## src/verilog/tsirq_defines.svh

```systemverilog
`ifndef TSIRQ_DEFINES_SVH
`define TSIRQ_DEFINES_SVH

// ****************************************************************
// bus geometry
// ****************************************************************
`define TSIRQ_ADDR_W 16
`define TSIRQ_DATA_W 32
`define TSIRQ_NSRC 10

// ****************************************************************
// controller window and register offsets
// ****************************************************************
`define TSIRQ_WIN_SEL 4'h3
`define TSIRQ_OFS_DISABLE 12'h020
`define TSIRQ_OFS_ENABLE 12'h024
`define TSIRQ_OFS_MASK 12'h028
`define TSIRQ_OFS_STATUS 12'h02c

// ****************************************************************
// field positions and reset values
// ****************************************************************
`define TSIRQ_QUEUE_LSB 0
`define TSIRQ_QUEUE_MSB 4
`define TSIRQ_ACQ_LSB 5
`define TSIRQ_ACQ_MSB 9
`define TSIRQ_MASK_RST 10'h000
`define TSIRQ_PEND_RST 10'h000
`define TSIRQ_UNUSED_ZERO 22'h000000

`endif

```

## src/verilog/tsirq_pkg.sv

```systemverilog
`default_nettype none

package tsirq_pkg;

  // one bit per source, same layout in every register
  typedef logic [9:0] tsirq_src_t;

  // register selected by an access inside the controller window
  typedef enum logic [4:0] {
    TSIRQ_SEL_NONE    = 5'h01,
    TSIRQ_SEL_DISABLE = 5'h02,
    TSIRQ_SEL_ENABLE  = 5'h04,
    TSIRQ_SEL_MASK    = 5'h08,
    TSIRQ_SEL_STATUS  = 5'h10
  } tsirq_sel_t;

endpackage

`default_nettype wire

```

## src/verilog/tsirq_sync.sv

```systemverilog
`timescale 1ns/1ps
`default_nettype none
`include "tsirq_defines.svh"

module tsirq_sync (
  // clock and reset
  input wire logic i_clk_sys,
  input wire logic i_rst_n,
  // asynchronous levels in, synchronised levels out
  input wire logic [`TSIRQ_NSRC-1:0] i_async,
  output logic [`TSIRQ_NSRC-1:0] o_sync
);

  logic [`TSIRQ_NSRC-1:0] meta_q;
  logic [`TSIRQ_NSRC-1:0] sync_q;

  // first stage feeds only the second stage
  always_ff @(posedge i_clk_sys or negedge i_rst_n) begin
    if (!i_rst_n) begin
      meta_q <= `TSIRQ_PEND_RST;
      sync_q <= `TSIRQ_PEND_RST;
    end else begin
      meta_q <= i_async;
      sync_q <= meta_q;
    end
  end

  assign o_sync = sync_q;

endmodule

`default_nettype wire

```

## src/verilog/tsirq_ctrl.sv

```systemverilog
// Our own choice: the address-and-strobe port.
`timescale 1ns/1ps
`default_nettype none
`include "tsirq_defines.svh"

// Summary of operation
// - controller answers only in window 0x3000-0x3fff
// - disable 0x20, enable 0x24, mask 0x28
// - queue sources bits 0-4, acquisition 5-9
// - disable write clears mask bits written one
// - enable write sets mask bits written one
// - mask register reads enable state, ignores writes
// - mask changes only through enable or disable
// - status at 0x2c shows pending, write-one clears
// - queue source pends while its queue holds data
// - acquisition source pends while channel ready
module tsirq_ctrl (
  // clock and reset
  input wire logic i_clk_sys,
  input wire logic i_rst_n,
  // register port
  input wire logic [`TSIRQ_ADDR_W-1:0] i_addr,
  input wire logic [`TSIRQ_DATA_W-1:0] i_wdata,
  input wire logic i_wr,
  input wire logic i_rd,
  output logic [`TSIRQ_DATA_W-1:0] o_rdata,
  // timestamp queue not-empty levels
  input wire logic i_ts_queue_ch1_irq,
  input wire logic i_ts_queue_ch2_irq,
  input wire logic i_ts_queue_ch3_irq,
  input wire logic i_ts_queue_ch4_irq,
  input wire logic i_ts_queue_ch5_irq,
  // acquisition ready levels
  input wire logic i_acq_ready_ch1_irq,
  input wire logic i_acq_ready_ch2_irq,
  input wire logic i_acq_ready_ch3_irq,
  input wire logic i_acq_ready_ch4_irq,
  input wire logic i_acq_ready_ch5_irq,
  // interrupt request
  output logic o_irq
);

  // ****************************************************************
  // reset release
  // ****************************************************************
  logic rst_meta_q;
  logic rst_n_q;

  // assertion is immediate, release waits two edges
  always_ff @(posedge i_clk_sys or negedge i_rst_n) begin
    if (!i_rst_n) begin
      rst_meta_q <= 1'b0;
      rst_n_q <= 1'b0;
    end else begin
      rst_meta_q <= 1'b1;
      rst_n_q <= rst_meta_q;
    end
  end

  // ****************************************************************
  // source gathering
  // ****************************************************************
  tsirq_pkg::tsirq_src_t src_raw;
  tsirq_pkg::tsirq_src_t src_s;

  // sources come from the timestamp logic, possibly another clock
  assign src_raw = {
    i_acq_ready_ch5_irq,
    i_acq_ready_ch4_irq,
    i_acq_ready_ch3_irq,
    i_acq_ready_ch2_irq,
    i_acq_ready_ch1_irq,
    i_ts_queue_ch5_irq,
    i_ts_queue_ch4_irq,
    i_ts_queue_ch3_irq,
    i_ts_queue_ch2_irq,
    i_ts_queue_ch1_irq
  };

  tsirq_sync u_src_sync (
    .i_clk_sys(i_clk_sys),
    .i_rst_n(rst_n_q),
    .i_async(src_raw),
    .o_sync(src_s)
  );

  // ****************************************************************
  // address decode
  // ****************************************************************
  function automatic tsirq_pkg::tsirq_sel_t decode(
    input logic [`TSIRQ_ADDR_W-1:0] addr
  );
    tsirq_pkg::tsirq_sel_t sel;
    sel = tsirq_pkg::TSIRQ_SEL_NONE;
    if (addr[15:12] == `TSIRQ_WIN_SEL) begin
      unique case (addr[11:0])
        `TSIRQ_OFS_DISABLE: sel = tsirq_pkg::TSIRQ_SEL_DISABLE;
        `TSIRQ_OFS_ENABLE: sel = tsirq_pkg::TSIRQ_SEL_ENABLE;
        `TSIRQ_OFS_MASK: sel = tsirq_pkg::TSIRQ_SEL_MASK;
        `TSIRQ_OFS_STATUS: sel = tsirq_pkg::TSIRQ_SEL_STATUS;
        default: sel = tsirq_pkg::TSIRQ_SEL_NONE;
      endcase
    end
    return sel;
  endfunction

  // every readable word is the ten source bits, zero above
  function automatic logic [`TSIRQ_DATA_W-1:0] pack_word(
    input tsirq_pkg::tsirq_src_t bits
  );
    return {`TSIRQ_UNUSED_ZERO, bits};
  endfunction

  tsirq_pkg::tsirq_sel_t sel;
  tsirq_pkg::tsirq_src_t wbits;
  logic wr_dis;
  logic wr_en;
  logic wr_stat;
  logic wr_mask;
  logic rd_mask;
  logic rd_stat;
  logic rd_wo;
  logic rd_miss;

  assign sel = decode(i_addr);
  // upper data bits are simply not looked at
  assign wbits = i_wdata[`TSIRQ_NSRC-1:0];
  assign wr_dis = i_wr && (sel == tsirq_pkg::TSIRQ_SEL_DISABLE);
  assign wr_en = i_wr && (sel == tsirq_pkg::TSIRQ_SEL_ENABLE);
  assign wr_stat = i_wr && (sel == tsirq_pkg::TSIRQ_SEL_STATUS);
  assign wr_mask = i_wr && (sel == tsirq_pkg::TSIRQ_SEL_MASK);
  assign rd_mask = i_rd && (sel == tsirq_pkg::TSIRQ_SEL_MASK);
  assign rd_stat = i_rd && (sel == tsirq_pkg::TSIRQ_SEL_STATUS);
  assign rd_wo = i_rd && ((sel == tsirq_pkg::TSIRQ_SEL_DISABLE) ||
                          (sel == tsirq_pkg::TSIRQ_SEL_ENABLE));
  assign rd_miss = i_rd && (sel == tsirq_pkg::TSIRQ_SEL_NONE);

  // ****************************************************************
  // mask register
  // ****************************************************************
  tsirq_pkg::tsirq_src_t mask_q;
  tsirq_pkg::tsirq_src_t mask_d;

  // strobes never coincide, so enable and disable cannot collide
  always_comb begin
    mask_d = mask_q;
    if (wr_en) begin
      mask_d = mask_q | wbits;
    end else if (wr_dis) begin
      mask_d = mask_q & ~wbits;
    end
  end

  // a write to the mask address itself falls through untouched
  always_ff @(posedge i_clk_sys or negedge rst_n_q) begin
    if (!rst_n_q) begin
      mask_q <= `TSIRQ_MASK_RST;
    end else begin
      mask_q <= mask_d;
    end
  end

  // ****************************************************************
  // pending register
  // ****************************************************************
  tsirq_pkg::tsirq_src_t pend_q;
  tsirq_pkg::tsirq_src_t pend_d;
  tsirq_pkg::tsirq_src_t pend_clr;

  assign pend_clr = wr_stat ? wbits : `TSIRQ_PEND_RST;

  // a live level re-pends in the same cycle: set beats clear
  always_comb begin
    pend_d = (pend_q & ~pend_clr) | src_s;
  end

  always_ff @(posedge i_clk_sys or negedge rst_n_q) begin
    if (!rst_n_q) begin
      pend_q <= `TSIRQ_PEND_RST;
    end else begin
      pend_q <= pend_d;
    end
  end

  // ****************************************************************
  // interrupt output
  // ****************************************************************
  logic irq_q;

  always_ff @(posedge i_clk_sys or negedge rst_n_q) begin
    if (!rst_n_q) begin
      irq_q <= 1'b0;
    end else begin
      irq_q <= |(pend_q & mask_q);
    end
  end

  assign o_irq = irq_q;

  // ****************************************************************
  // read data
  // ****************************************************************
  logic [`TSIRQ_DATA_W-1:0] rdata_q;

  // data stand for one cycle only, zero otherwise
  always_ff @(posedge i_clk_sys or negedge rst_n_q) begin
    if (!rst_n_q) begin
      rdata_q <= '0;
    end else if (rd_mask) begin
      rdata_q <= pack_word(mask_q);
    end else if (rd_stat) begin
      rdata_q <= pack_word(pend_q);
    end else begin
      rdata_q <= '0;
    end
  end

  assign o_rdata = rdata_q;
endmodule

`default_nettype wire

```

## config.mk

```make
export PLATFORM = sky130hd
export DESIGN_NAME = tsirq_ctrl
export DESIGN_NICKNAME = d
export VERILOG_FILES = /design/src/verilog/tsirq_pkg.sv /design/src/verilog/tsirq_sync.sv /design/src/verilog/tsirq_ctrl.sv
export VERILOG_INCLUDE_DIRS = /design/src /design/src/verilog
export SDC_FILE = /design/constraint.sdc
export NUM_CORES = 1
export LEC_CHECK = 0
export ABC_CLOCK_PERIOD_IN_PS = 3730
export BUFFER_PORTS_ARGS = -buffer_cell sky130_fd_sc_hd__clkbuf_2
export CORE_MARGIN = 4
export CORE_UTILIZATION = 52
export CTS_BUF_LIST = sky130_fd_sc_hd__clkbuf_4
export CTS_CLUSTER_SIZE = 28
export DETAILED_ROUTE_END_ITERATION = 12
export GPL_ROUTABILITY_DRIVEN = 1
export MAX_ROUTING_LAYER = met4
export PLACE_DENSITY = 0.87
export SYNTH_ARGS = -nofsm -noshare
export SYNTH_HDL_FRONTEND = slang
export SYNTH_SLANG_ARGS = --single-unit
```

## constraint.sdc

```tcl
create_clock -name i_clk_sys -period 3.73 [get_ports i_clk_sys]
set_clock_uncertainty 0.2 [all_clocks]
set_input_delay 0.373 -clock i_clk_sys [delete_from_list [all_inputs] [get_ports i_clk_sys]]
set_output_delay 0.373 -clock i_clk_sys [all_outputs]
set_load 0.1 [all_outputs]
```

Word level (Yosys, flattened, before mapping)
Index checks and enable logic that the tools add are counted.
{"block": "classes", "eq_ne": 9, "n_reduce_logical": 7, "n_mux": 7, "bitwise_logic": 7}
{"op": "12-bit by 6-bit equality test with 1-bit output, second input constant", "n": 4}
{"op": "10-bit 2-to-1 mux", "n": 4}
{"op": "32-bit 2-to-1 mux", "n": 1}
{"op": "10-bit AND", "n": 3}
{"op": "10-bit NOT", "n": 2}
{"op": "10-bit OR", "n": 2}
{"op": "5-bit one-hot mux with 4 select lines", "n": 1}
{"op": "10-bit OR reduction", "n": 1}
{"op": "5-bit by 2-bit equality test with 1-bit output, second input constant", "n": 1}
{"op": "5-bit by 3-bit equality test with 1-bit output, second input constant", "n": 1}
{"op": "5-bit by 4-bit equality test with 1-bit output, second input constant", "n": 1}
{"op": "5-bit equality test, second input constant", "n": 1}
{"op": "1-bit logical AND", "n": 5}
{"op": "5-bit 2-to-1 mux", "n": 1}
{"op": "4-bit by 2-bit equality test with 1-bit output, second input constant", "n": 1}
{"op": "2-bit nonzero test", "n": 1}
{"block": "word_totals", "regBits": 75, "output_inout_bits": 33, "elab_cells": 38, "in_bits": 62}

Logic depth before layout (Yosys ltp)
Gate-level depths: netlist of run 1.
{"block": "depth", "depth_word": 9, "depth_mapped": 5}

Cells and area by module
Synthesis of run 1 repeated with hierarchy kept, for this count alone.
{"block": "hier_totals", "cells_unflattened": 170, "area_unflattened_um2": 2125.8}
{"module": "tsirq_ctrl", "area_per_inst_um2": 1625.3, "instances": 1, "cells_each": 150, "seq_area_each_um2": 825.8}
{"module": "tsirq_sync", "area_per_inst_um2": 500.5, "instances": 1, "cells_each": 20, "seq_area_each_um2": 500.5}

Worst setup path after synthesis of run 1
OpenSTA, ideal clock, no wires.
{"block": "synth_path", "kind": "in2reg", "from": "input port i_addr[4]", "to": "register pend_q[0]", "setup_time_ns": 0.118, "t_arrival_ns": 1.298, "path_slack_ns": 2.114, "stages": 5, "path_cell_list": "nor4b_4 > and4_1 > buf_4 > nand3_1 > a21o_1"}
{"block": "synth_between", "elab_chain_len": 9, "word_cells_on_any_way": 12, "cone_classes": "5 x eq/ne; 3 x mux; 3 x bitwise; 1 x reduce/logical"}
{"item": "start, declared", "line_no": "tsirq_ctrl.sv:22", "rtl": "input wire logic [`TSIRQ_ADDR_W-1:0] i_addr,"}
{"item": "12-bit by 6-bit equality test with 1-bit output", "line_no": "tsirq_ctrl.sv:96", "rtl": "unique case (addr[11:0])"}
{"item": "5-bit one-hot mux with 4 select lines (*)", "line_no": "tsirq_ctrl.sv:96"}
{"item": "5-bit 2-to-1 mux (*)", "line_no": "tsirq_ctrl.sv:95", "rtl": "if (addr[15:12] == `TSIRQ_WIN_SEL) begin"}
{"item": "5-bit equality test (*)", "line_no": "tsirq_ctrl.sv:130", "rtl": "assign wr_stat = i_wr && (sel == tsirq_pkg::TSIRQ_SEL_STATUS);"}
{"item": "1-bit logical AND (*)", "line_no": "tsirq_ctrl.sv:130"}
{"item": "10-bit 2-to-1 mux (no line) (*)"}
{"item": "10-bit NOT (*)", "line_no": "tsirq_ctrl.sv:174", "rtl": "pend_d = (pend_q & ~pend_clr) | src_s;"}
{"item": "10-bit AND (*)", "line_no": "tsirq_ctrl.sv:174"}
{"item": "10-bit OR (*)", "line_no": "tsirq_ctrl.sv:174"}
{"item": "named net pend_d[0]", "line_no": "tsirq_ctrl.sv:167", "rtl": "tsirq_pkg::tsirq_src_t pend_d;"}
{"item": "end signal, assigned", "line_no": "tsirq_ctrl.sv:179", "rtl": "pend_q <= `TSIRQ_PEND_RST;"}
{"item": "end signal, assigned", "line_no": "tsirq_ctrl.sv:181", "rtl": "pend_q <= pend_d;"}
{"item": "end, declared", "line_no": "tsirq_ctrl.sv:166", "rtl": "tsirq_pkg::tsirq_src_t pend_q;"}
The timed path passes the listed nets; every way through them passes the cells marked *.
A chain may end at the register's enable or synchronous reset.

Worst setup path after layout of run 1
{"block": "layout_path", "from": "register rdata_q[4], in the netlist o_rdata[4]", "to": "output port o_rdata[4]"}
{"item": "start, declared", "line_no": "tsirq_ctrl.sv:203", "rtl": "logic [`TSIRQ_DATA_W-1:0] rdata_q;"}
{"item": "start signal, assigned", "line_no": "tsirq_ctrl.sv:210", "rtl": "rdata_q <= pack_word(mask_q);"}
{"item": "start signal, assigned", "line_no": "tsirq_ctrl.sv:212", "rtl": "rdata_q <= pack_word(pend_q);"}
{"item": "end, declared", "line_no": "tsirq_ctrl.sv:26", "rtl": "output logic [`TSIRQ_DATA_W-1:0] o_rdata,"}
No word-level cell between the ends.

==> results of run 1 <==
## cell families (layout without fill, tap and decap cells)
logic type | after synthesis | in the layout | synth area share
AND/OR/NAND/NOR | 33 | 33 | 0.101
AO/OA/AOI/OAI | 35 | 35 | 0.119
flip-flops | 53 | 53 | 0.624
buffers and inverters | 37 | 79 | 0.106
multiplexers | 10 | 10 | 0.0471
other | 2 | 23 | 0.00353
## through the flow
step | std cells | setup slack (ns) | hold WS, ns
finish | 281 | 1.98 | 0.0382
global route | 281 | 1.87 | 0.0311
CTS | 281 | 1.96 | 0.0337
detailed placement | 262 | 1.61 | -0.0365
global placement | 262 | 1.69 | -0.0400
floorplan | 191 | 1.95 | -0.123
## cells in the mapped netlist (2+ instances only)
| cell | count |
|---|---|
| mux2i_1 | 10 |
| nor2_1 | 10 |
| nand4_1 | 2 |
| buf_1 | 2 |
| inv_1 | 10 |
| o41ai_1 | 10 |
| nand2_1 | 2 |
| nand3_1 | 10 |
| o21ai_1 | 10 |
| a21o_1 | 10 |
| clkbuf_1 | 2 |
| a22oi_1 | 3 |
| conb_1 | 2 |
| buf_4 | 23 |
| dfrtp_1 | 53 |
## power by group through the flow
stage          sequential (mW)  combinational, mW  clock, mW
6_report                 0.599              0.151      0.310
5_1_grt                  0.603              0.158      0.342
4_1_cts                  0.600              0.150      0.316
3_5_place_dp             0.611              0.141          0
3_3_place_gp             0.610              0.139          0
2_1_floorplan            0.608              0.133          0
## routing by layer
| layer | vias to the layer above | GRT usage | part of all wire |
|---|---|---|---|
| met5 | - | - | 0 |
| met4 | 0 | 0.0877 | 0.030 |
| met3 | 11 | 0.0332 | 0.071 |
| met2 | 63 | 0.247 | 0.51 |
| met1 | 641 | 0.194 | 0.39 |
| li1 | 681 | - | - |
## area by class of cell
class	instances	area share
multi-input cells	101	0.259
repair buffers	61	0.143
clock buffers	5	0.0149
clock inverters	3	0.0164
well taps	48	0.0239
inverters	10	0.0149
flip-flops and latches	53	0.527
## path summary, 6_finish.rpt
kind | cells after the start | slack, ns | end | from
setup reg to reg | 3 | 2.40 | o_irq$_DFF_PN0_ | flop
min in group asynchronous | 2 | 0.11 | rst_n_q$_DFF_PN0_ | i_rst_n
max in group asynchronous | 0 | 2.42 | u_src_sync.o_sync[0]$_DFF_PN0_ | rst_n_q$_DFF_PN0_
hold / removal | 3 | 0.04 | flop | i_wdata[5]
hold reg to reg | 0 | 0.16 | u_src_sync.o_sync[4]$_DFF_PN0_ | u_src_sync.meta_q[4]$_DFF_PN0_
setup / recovery | 1 | 1.98 | o_rdata[4] | o_rdata[4]$_DFF_PN0_
## layout by cell type, fill, tap and decap left out, drive strengths merged, types with 11 or more instances in the layout
cell	Yosys	routed
clkbuf	2	55
dfrtp	53	53
conb	2	23
dlygate4sd3	0	11
## timing repair
action                                  4_1_cts  5_1_grt
endpoints found under the setup margin        0        0
hold buffers                                 11        0
endpoints found under the hold margin        12        0
==> results.sh, run 1 <==
export IMPL_hpwl_mm=2.71
export IMPL_clkPwrFrac=0.292
export IMPL_maxCapViolations=0
export IMPL_drc=0
export IMPL_die_y_um=71.9
export IMPL_crit_family="buffers and inverters"
export IMPL_fin_crit_sh=0.469
export IMPL_path_class="flop to output port"
export IMPL_first_iter_violations=133
export IMPL_crit_slowest_cell="clkbuf_2"
export IMPL_portBuffers=50
export IMPL_tightest_slew_ns=1.05
export IMPL_rsz0062_at_grt="no"
export IMPL_multi_input_area_um2=653
export IMPL_holdCritPathClass="input port to flop"
export IMPL_clk_path_buf_depth=2
export IMPL_grt_pass1_vias=1295
export IMPL_fmax_mhz=572
export IMPL_async_flop_share=1.00
export IMPL_yosysWarnings=0
export IMPL_peakVddDrop_mv=0.295
export IMPL_clk_latency_ns=0.37
export IMPL_netlist_instances=170
export IMPL_gp_congestion=0.783
export IMPL_h_tree_depth=2
export IMPL_grt_max_degree=52
export IMPL_die_area_um2=5170
export IMPL_total_power_mw=1.06
export IMPL_tns_ns=0
export IMPL_power_density_nw_per_um2=421
export IMPL_cp_required_ns=3.16
export IMPL_synth_top_cell_area_share=0.624
export IMPL_pwr_share_seq=0.565
export IMPL_drt_wl_total_mm=3.73
export IMPL_grt_antenna_before_repair=0
export IMPL_yosys_area_top_type="dfrtp_1"
export IMPL_start_util=0.560
export IMPL_antenna_cells=0
export IMPL_critPathLaunchType="flop"
export IMPL_slew_violations=0
export IMPL_seqCellArea_um2=1330
export IMPL_ys_flop_type="dfrtp_1"
export IMPL_fin_area_um2=2520
export IMPL_finalHoldViolations=0
export IMPL_wl_per_cell_um=13.3
export IMPL_finalNetCount=294
export IMPL_cts_sinks=53
export IMPL_cts_post_setup_buffers_inserted=0
export IMPL_fillerInstances=307
export IMPL_netSwitchingFraction=0.288
export IMPL_first_pass_iters=4
export IMPL_num_rows=22
export IMPL_path_cells="clkbuf_2"
export IMPL_p_leak_nw=1.23
export IMPL_p_int_mw=0.755
export IMPL_tritoncts="built"
export IMPL_io_pins=95
export IMPL_grt_pass1_wl_mm=6.04
export IMPL_grt_ovfl_total=0
export IMPL_globalRouteTotalUtil=0.159
export IMPL_status="finished, final reports clean"
export IMPL_core_area_um2=3800
export IMPL_syn_area_per_cell_um2=12.5
export IMPL_netlist_area_um2=2130
export IMPL_placed_cell_area_um2=2330
export IMPL_comb_power_share=0.142
export IMPL_setup_viol=0
export IMPL_path_clk_slew_ns=0.15
export IMPL_root_buffer="clkbuf_4"
export IMPL_cpPeakStageDelay_ns=0.45
export IMPL_yosys_register_bits=53
export IMPL_end_kind="output port"
export IMPL_vias_per_cell=4.97
export IMPL_max_slew_margin=0.301
export IMPL_die_w_um=71.9
export IMPL_finalCoreUtilization=0.663
export IMPL_area_growth_pct=18.4
export IMPL_antenna_left=0
export IMPL_cp_num_buf_inv=1
export IMPL_drive_gt1_frac=0.266
export IMPL_vias=1396
export IMPL_min_period_ns=1.75
export IMPL_synth_area_top_cells="dfrtp_1 62%, buf_4 8.1%, mux2i_1 4.7%"
export IMPL_cts_resized=0
export IMPL_synth_seq_area_share=0.624
export IMPL_yosys_cell_types_count=26
export IMPL_switchingPower_mw=0.305
export IMPL_crit_arrival_ns=1.18
export IMPL_cts_buffers=5
export IMPL_synth_edf_count=0
export IMPL_cp_max_fo=1
Note: power is estimated with default switching activity, not from simulation.
==> inputs of run 2 (changes only) <==
--- a/config.mk
+++ b/config.mk
@@ -6,16 +6,16 @@
 export SDC_FILE = /design/constraint.sdc
 export NUM_CORES = 1
 export LEC_CHECK = 0
-export ABC_CLOCK_PERIOD_IN_PS = 3730
+export ABC_CLOCK_PERIOD_IN_PS = 1700
 export BUFFER_PORTS_ARGS = -buffer_cell sky130_fd_sc_hd__clkbuf_2
 export CORE_MARGIN = 4
-export CORE_UTILIZATION = 52
+export CORE_UTILIZATION = 48
 export CTS_BUF_LIST = sky130_fd_sc_hd__clkbuf_4
 export CTS_CLUSTER_SIZE = 28
 export DETAILED_ROUTE_END_ITERATION = 12
 export GPL_ROUTABILITY_DRIVEN = 1
 export MAX_ROUTING_LAYER = met4
-export PLACE_DENSITY = 0.87
+export PLACE_DENSITY = 0.81
 export SYNTH_ARGS = -nofsm -noshare
 export SYNTH_HDL_FRONTEND = slang
 export SYNTH_SLANG_ARGS = --single-unit
==> constraint.sdc (replaced) <==
create_clock -name i_clk_sys -period 1.7 [get_ports i_clk_sys]
set_clock_uncertainty 0.2 [all_clocks]
set_input_delay 0.17 -clock i_clk_sys [delete_from_list [all_inputs] [get_ports i_clk_sys]]
set_output_delay 0.17 -clock i_clk_sys [all_outputs]
set_load 0.1 [all_outputs]
==> results.sh, run 2 (synthesis results as in run 1) <==
export IMPL_clk_latency_ns=0.37
export IMPL_first_iter_violations=130
export IMPL_cp_num_buf_inv=1
export IMPL_setup_ws_ns=0.151
export IMPL_crit_slowest_cell="clkbuf_2"
export IMPL_path_class="flop to output port"
export IMPL_cts_sinks=53
export IMPL_grt_pass1_wl_mm=6.26
export IMPL_num_rows=23
export IMPL_drt_wl_total_mm=3.71
export IMPL_die_w_um=74.6
export IMPL_max_slew_margin=0.639
export IMPL_die_y_um=74.6
export IMPL_layout_commonest_cell="dfrtp_1"
export IMPL_crit_path_start="o_rdata[0]$_DFF_PN0_"
export IMPL_drc=0
export IMPL_path_clk_slew_ns=0.15
export IMPL_vias=1447
export IMPL_portBuffers=50
export IMPL_start_util=0.513
export IMPL_gr_max_usage_layer="met2"
export IMPL_area_growth_pct=25.7
export IMPL_crit_cells=1
export IMPL_tightest_slew_ns=0.543
export IMPL_peakVddDrop_mv=0.533
export IMPL_wl_per_cell_um=12.4
export IMPL_first_pass_iters=5
export IMPL_worstRegToRegCells=3
export IMPL_rsz0062_at_grt="no"
export IMPL_vias_per_cell=4.84
export IMPL_crit_arrival_ns=1.18
export IMPL_io_pins=95
export IMPL_tns_ns=0
export IMPL_grt_ovfl_total=0
export IMPL_finalNetCount=310
export IMPL_fin_area_um2=2670
export IMPL_dp_slack_ns=-0.0606
export IMPL_grt_max_degree=42
export IMPL_antenna_left=0
export IMPL_placed_cell_area_um2=2390
export IMPL_critPathLaunchType="flop"
export IMPL_instances_no_fill=299
export IMPL_layout_common_cells="52 x dfrtp_1, 50 x clkbuf_2, 23 x conb_1, 23 x dlygate4sd3_1"
export IMPL_met3_usage=0.0392
export IMPL_grt_antenna_before_repair=0
export IMPL_finalHoldViolations=0
export IMPL_cpPeakStageDelay_ns=0.45
export IMPL_place_inst=268
export IMPL_grtUsageMet2=0.251
export IMPL_gp_congestion=0.859
export IMPL_min_period_ns=1.55
export IMPL_end_kind="output port"
export IMPL_fmax_mhz=646
export IMPL_hold_depth=5
export IMPL_status="finished, final reports clean"
export IMPL_maxCapViolations=0
export IMPL_hpwl_mm=2.65
export IMPL_holdCritPathClass="input port to flop"
export IMPL_setup_viol=0
export IMPL_core_area_um2=4140
export IMPL_p_leak_nw=1.30
export IMPL_die_area_um2=5560
export IMPL_globalRouteTotalUtil=0.156
export IMPL_crit_family="buffers and inverters"
export IMPL_fillerInstances=326
export IMPL_hp_start="i_addr[10]"
export IMPL_total_power_mw=2.21
export IMPL_antenna_cells=0
export IMPL_cts_buffers=5
export IMPL_cp_max_fo=1
export IMPL_h_tree_depth=2
export IMPL_path_cells="clkbuf_2"
export IMPL_slew_violations=0
export IMPL_grt_pass1_vias=1419
export IMPL_cp_required_ns=1.33
export IMPL_use_met1=0.184
export IMPL_clk_path_buf_depth=2
export IMPL_drive_gt1_frac=0.265
export IMPL_root_buffer="clkbuf_4"
export IMPL_fin_crit_sh=0.911
export IMPL_tritoncts="built"
export IMPL_power_density_nw_per_um2=827
-- run 2: cell types whose count changed in the layout (fill, tap and decap cells not counted) --
cell           delta
buf_12            +2
clkinv_4          +1
clkinvlp_4        -1
dlygate4sd3_1    +12
clkinv_2          +1
bufinv_16         -1
buf_4             +2
-- run 2: metal layers --
| layer | vias up | wire length (um) |
|---|---|---|
| met2 | 80 | 1690 |
| met3 | 11 | 379 |
| met1 | 647 | 1530 |
| met5 | - | 0 |
| li1 | 709 | - |
| met4 | 0 | 110 |
-- run 2: final cells by class --
class                           count  area (um^2)  area share
Multi-Input combinational cell    101          653       0.244
Inverter                           10         37.5      0.0141
Tap cell                           50         62.6      0.0234
Timing Repair Buffer               77          536       0.200
Clock buffer                        5         37.5      0.0141
Sequential cell                    53         1330       0.497
Clock inverter                      3         17.5     0.00656
-- run 2: path summary, 6_finish.rpt --
path | endpoint | slack, ns
max in group asynchronous | o_rdata[8]$_DFF_PN0_ | 0.39
max | o_rdata[0] | 0.15
min | o_rdata[6]$_DFF_PN0_ | 0.03
min reg2reg | pend_q[3]$_DFF_PN0_ | 0.04
min in group asynchronous | pend_q[3]$_DFF_PN0_ | 0.04
max reg2reg | o_irq$_DFF_PN0_ | 0.36
-- run 2: what timing repair did --
action / in CTS / in global routing
hold buffers: 23 / 0
setup buffers: 0 / 0
endpoints found under the hold margin: 42 / 0
resized for setup: 0 / 0
endpoints found under the setup margin: 0 / 0
-- run 2: power breakdown --
part | switching (mW) | internal (mW) | leakage [nW] | total (mW)
clock | 0.377 | 0.158 | 0.0326 | 0.535
combinational | 0.291 | 0.0895 | 0.629 | 0.381
sequential | 0.00670 | 1.29 | 0.636 | 1.29
total | 0.675 | 1.53 | 1.30 | 2.21
-- run 2: through the flow --
step | utilization | hold slack (ns)
2_1_floorplan | - | -0.326
3_3_place_gp | 0.576 | -0.242
3_5_place_dp | 0.576 | -0.241
4_1_cts | 0.645 | 0.0339
5_1_grt | 0.645 | 0.0608
6_report | 0.645 | 0.0302
==> inputs of run 3 (changes only) <==
--- a/config.mk
+++ b/config.mk
@@ -14,6 +14,7 @@
 export CTS_CLUSTER_SIZE = 28
 export DETAILED_ROUTE_END_ITERATION = 12
 export GPL_ROUTABILITY_DRIVEN = 1
+export HOLD_SLACK_MARGIN = 0.08
 export MAX_ROUTING_LAYER = met4
 export PLACE_DENSITY = 0.81
 export SYNTH_ARGS = -nofsm -noshare
==> results.sh, run 3 (synthesis results as in run 1) <==
export IMPL_worstRegToRegCells=3
export IMPL_drive_gt1_frac=0.267
export IMPL_cts_sinks=53
export IMPL_reg2reg_slack_ns=0.37
export IMPL_power_density_nw_per_um2=803
export IMPL_max_slew_margin=0.637
export IMPL_drc=0
export IMPL_hold_depth=5
export IMPL_die_w_um=74.6
export IMPL_path_class="input port to flop"
export IMPL_die_y_um=74.6
export IMPL_grt_pass1_vias=1473
export IMPL_fin_crit_sh=0.914
export IMPL_seqCellArea_um2=1330
export IMPL_start_util=0.513
export IMPL_vias_per_cell=4.82
export IMPL_clk_path_buf_depth=2
export IMPL_fmax_mhz=644
export IMPL_die_area_um2=5560
export IMPL_cp_required_ns=1.77
export IMPL_gp_congestion=0.859
export IMPL_finalNetCount=319
export IMPL_hpwl_mm=2.65
export IMPL_rsz0062_at_grt="no"
export IMPL_tritoncts="built"
export IMPL_holdCritPathClass="input port to flop"
export IMPL_maxCapViolations=0
export IMPL_crit_arrival_ns=1.62
export IMPL_setup_viol=0
export IMPL_cts_buffers=5
export IMPL_setup_ws_ns=0.147
export IMPL_antenna_cells=0
export IMPL_layout_common_cells="52 x dfrtp_1, 50 x clkbuf_2, 32 x dlygate4sd3_1"
export IMPL_finalCoreUtilization=0.669
export IMPL_tightest_slew_ns=0.547
export IMPL_area_growth_pct=30.4
export IMPL_globalRouteTotalUtil=0.162
export IMPL_num_rows=23
export IMPL_wl_per_cell_um=12.7
export IMPL_clk_latency_ns=0.37
export IMPL_layout_commonest_cell="dfrtp_1"
export IMPL_vias=1484
export IMPL_slew_violations=0
export IMPL_core_area_um2=4140
export IMPL_grt_antenna_before_repair=0
export IMPL_grt_ovfl_total=0
export IMPL_status="finished, final reports clean"
export IMPL_grt_pass1_wl_mm=6.46
export IMPL_fillerInstances=320
export IMPL_cts_post_setup_buffers_inserted=0
export IMPL_first_iter_violations=110
export IMPL_cp_max_fo=13
export IMPL_min_period_ns=1.55
export IMPL_dp_slack_ns=-0.0606
export IMPL_first_pass_iters=4
export IMPL_root_buffer="clkbuf_4"
export IMPL_multi_input_area_um2=663
export IMPL_h_tree_depth=2
export IMPL_portBuffers=50
export IMPL_end_kind="flop"
export IMPL_antenna_left=0
export IMPL_peakVddDrop_mv=0.532
export IMPL_grt_max_degree=42
export IMPL_path_clk_slew_ns=0.15
export IMPL_p_leak_nw=1.34
export IMPL_finalHoldViolations=0
export IMPL_drt_wl_total_mm=3.92
export IMPL_io_pins=95
export IMPL_critPathLaunchType="input port"
==> run 3: cell count changes in the layout (fill, tap and decap cells not counted), sizes merged <==
cell,delta
dlygate4sd3,+9
==> run 3: repair_timing <==
action	CTS	global route
endpoints found under the setup margin	0	19
endpoints found under the hold margin	52	2
hold buffers	30	2
resized for setup	0	3
==> run 3: routing by layer <==
layer / part of all wire / global-route usage / up-vias
li1: - / - / 725
met1: 0.40 / 0.185 / 671
met2: 0.48 / 0.266 / 77
met3: 0.092 / 0.0392 / 11
met4: 0.028 / 0.0751 / 0
met5: 0 / - / -
==> run 3: metrics by stage <==
step,setup TNS [ns],instances,power (mW),area (um^2),hold slack [ns]
after global placement,-0.00689,268,1.65,2390,-0.242
after global routing,0,308,2.33,2770,0.138
after CTS,0,306,2.24,2740,0.0991
after detailed placement,-0.420,268,1.66,2390,-0.241
after floorplan,0,191,1.62,2210,-0.326
final,0,308,2.23,2770,0.117
==> run 3: final cells by class <==
cell class / instances / area share
Tap cell: 50 / 0.0226
Timing Repair Buffer: 86 / 0.226
Clock buffer: 5 / 0.0135
Clock inverter: 3 / 0.00632
Sequential cell: 53 / 0.479
Inverter: 10 / 0.0135
Multi-Input combinational cell: 101 / 0.239
==> run 3: worst max-delay path, cell delays in order <==
cell and delay [ns]:
dlygate4sd3_1 0.54, clkbuf_2 0.28, and2_2 0.32, nand3_1 0.12, a21o_1 0.19
==> run 3: power by group <==
part           internal, mW  switching, mW
Sequential             1.29        0.00592
Clock                 0.158          0.378
Combinational         0.102          0.296
==> run 3: path summary, 6_finish.rpt <==
path,startpoint,end
max,i_addr[3],pend_q[8]$_DFF_PN0_
min,i_addr[10],flop
max reg2reg,flop,o_irq$_DFF_PN0_
min reg2reg,u_src_sync.meta_q[8]$_DFF_PN0_,u_src_sync.o_sync[8]$_DFF_PN0_
max in group asynchronous,rst_n_q$_DFF_PN0_,o_rdata[8]$_DFF_PN0_
min in group asynchronous,i_rst_n,rst_meta_q$_DFF_PN0_
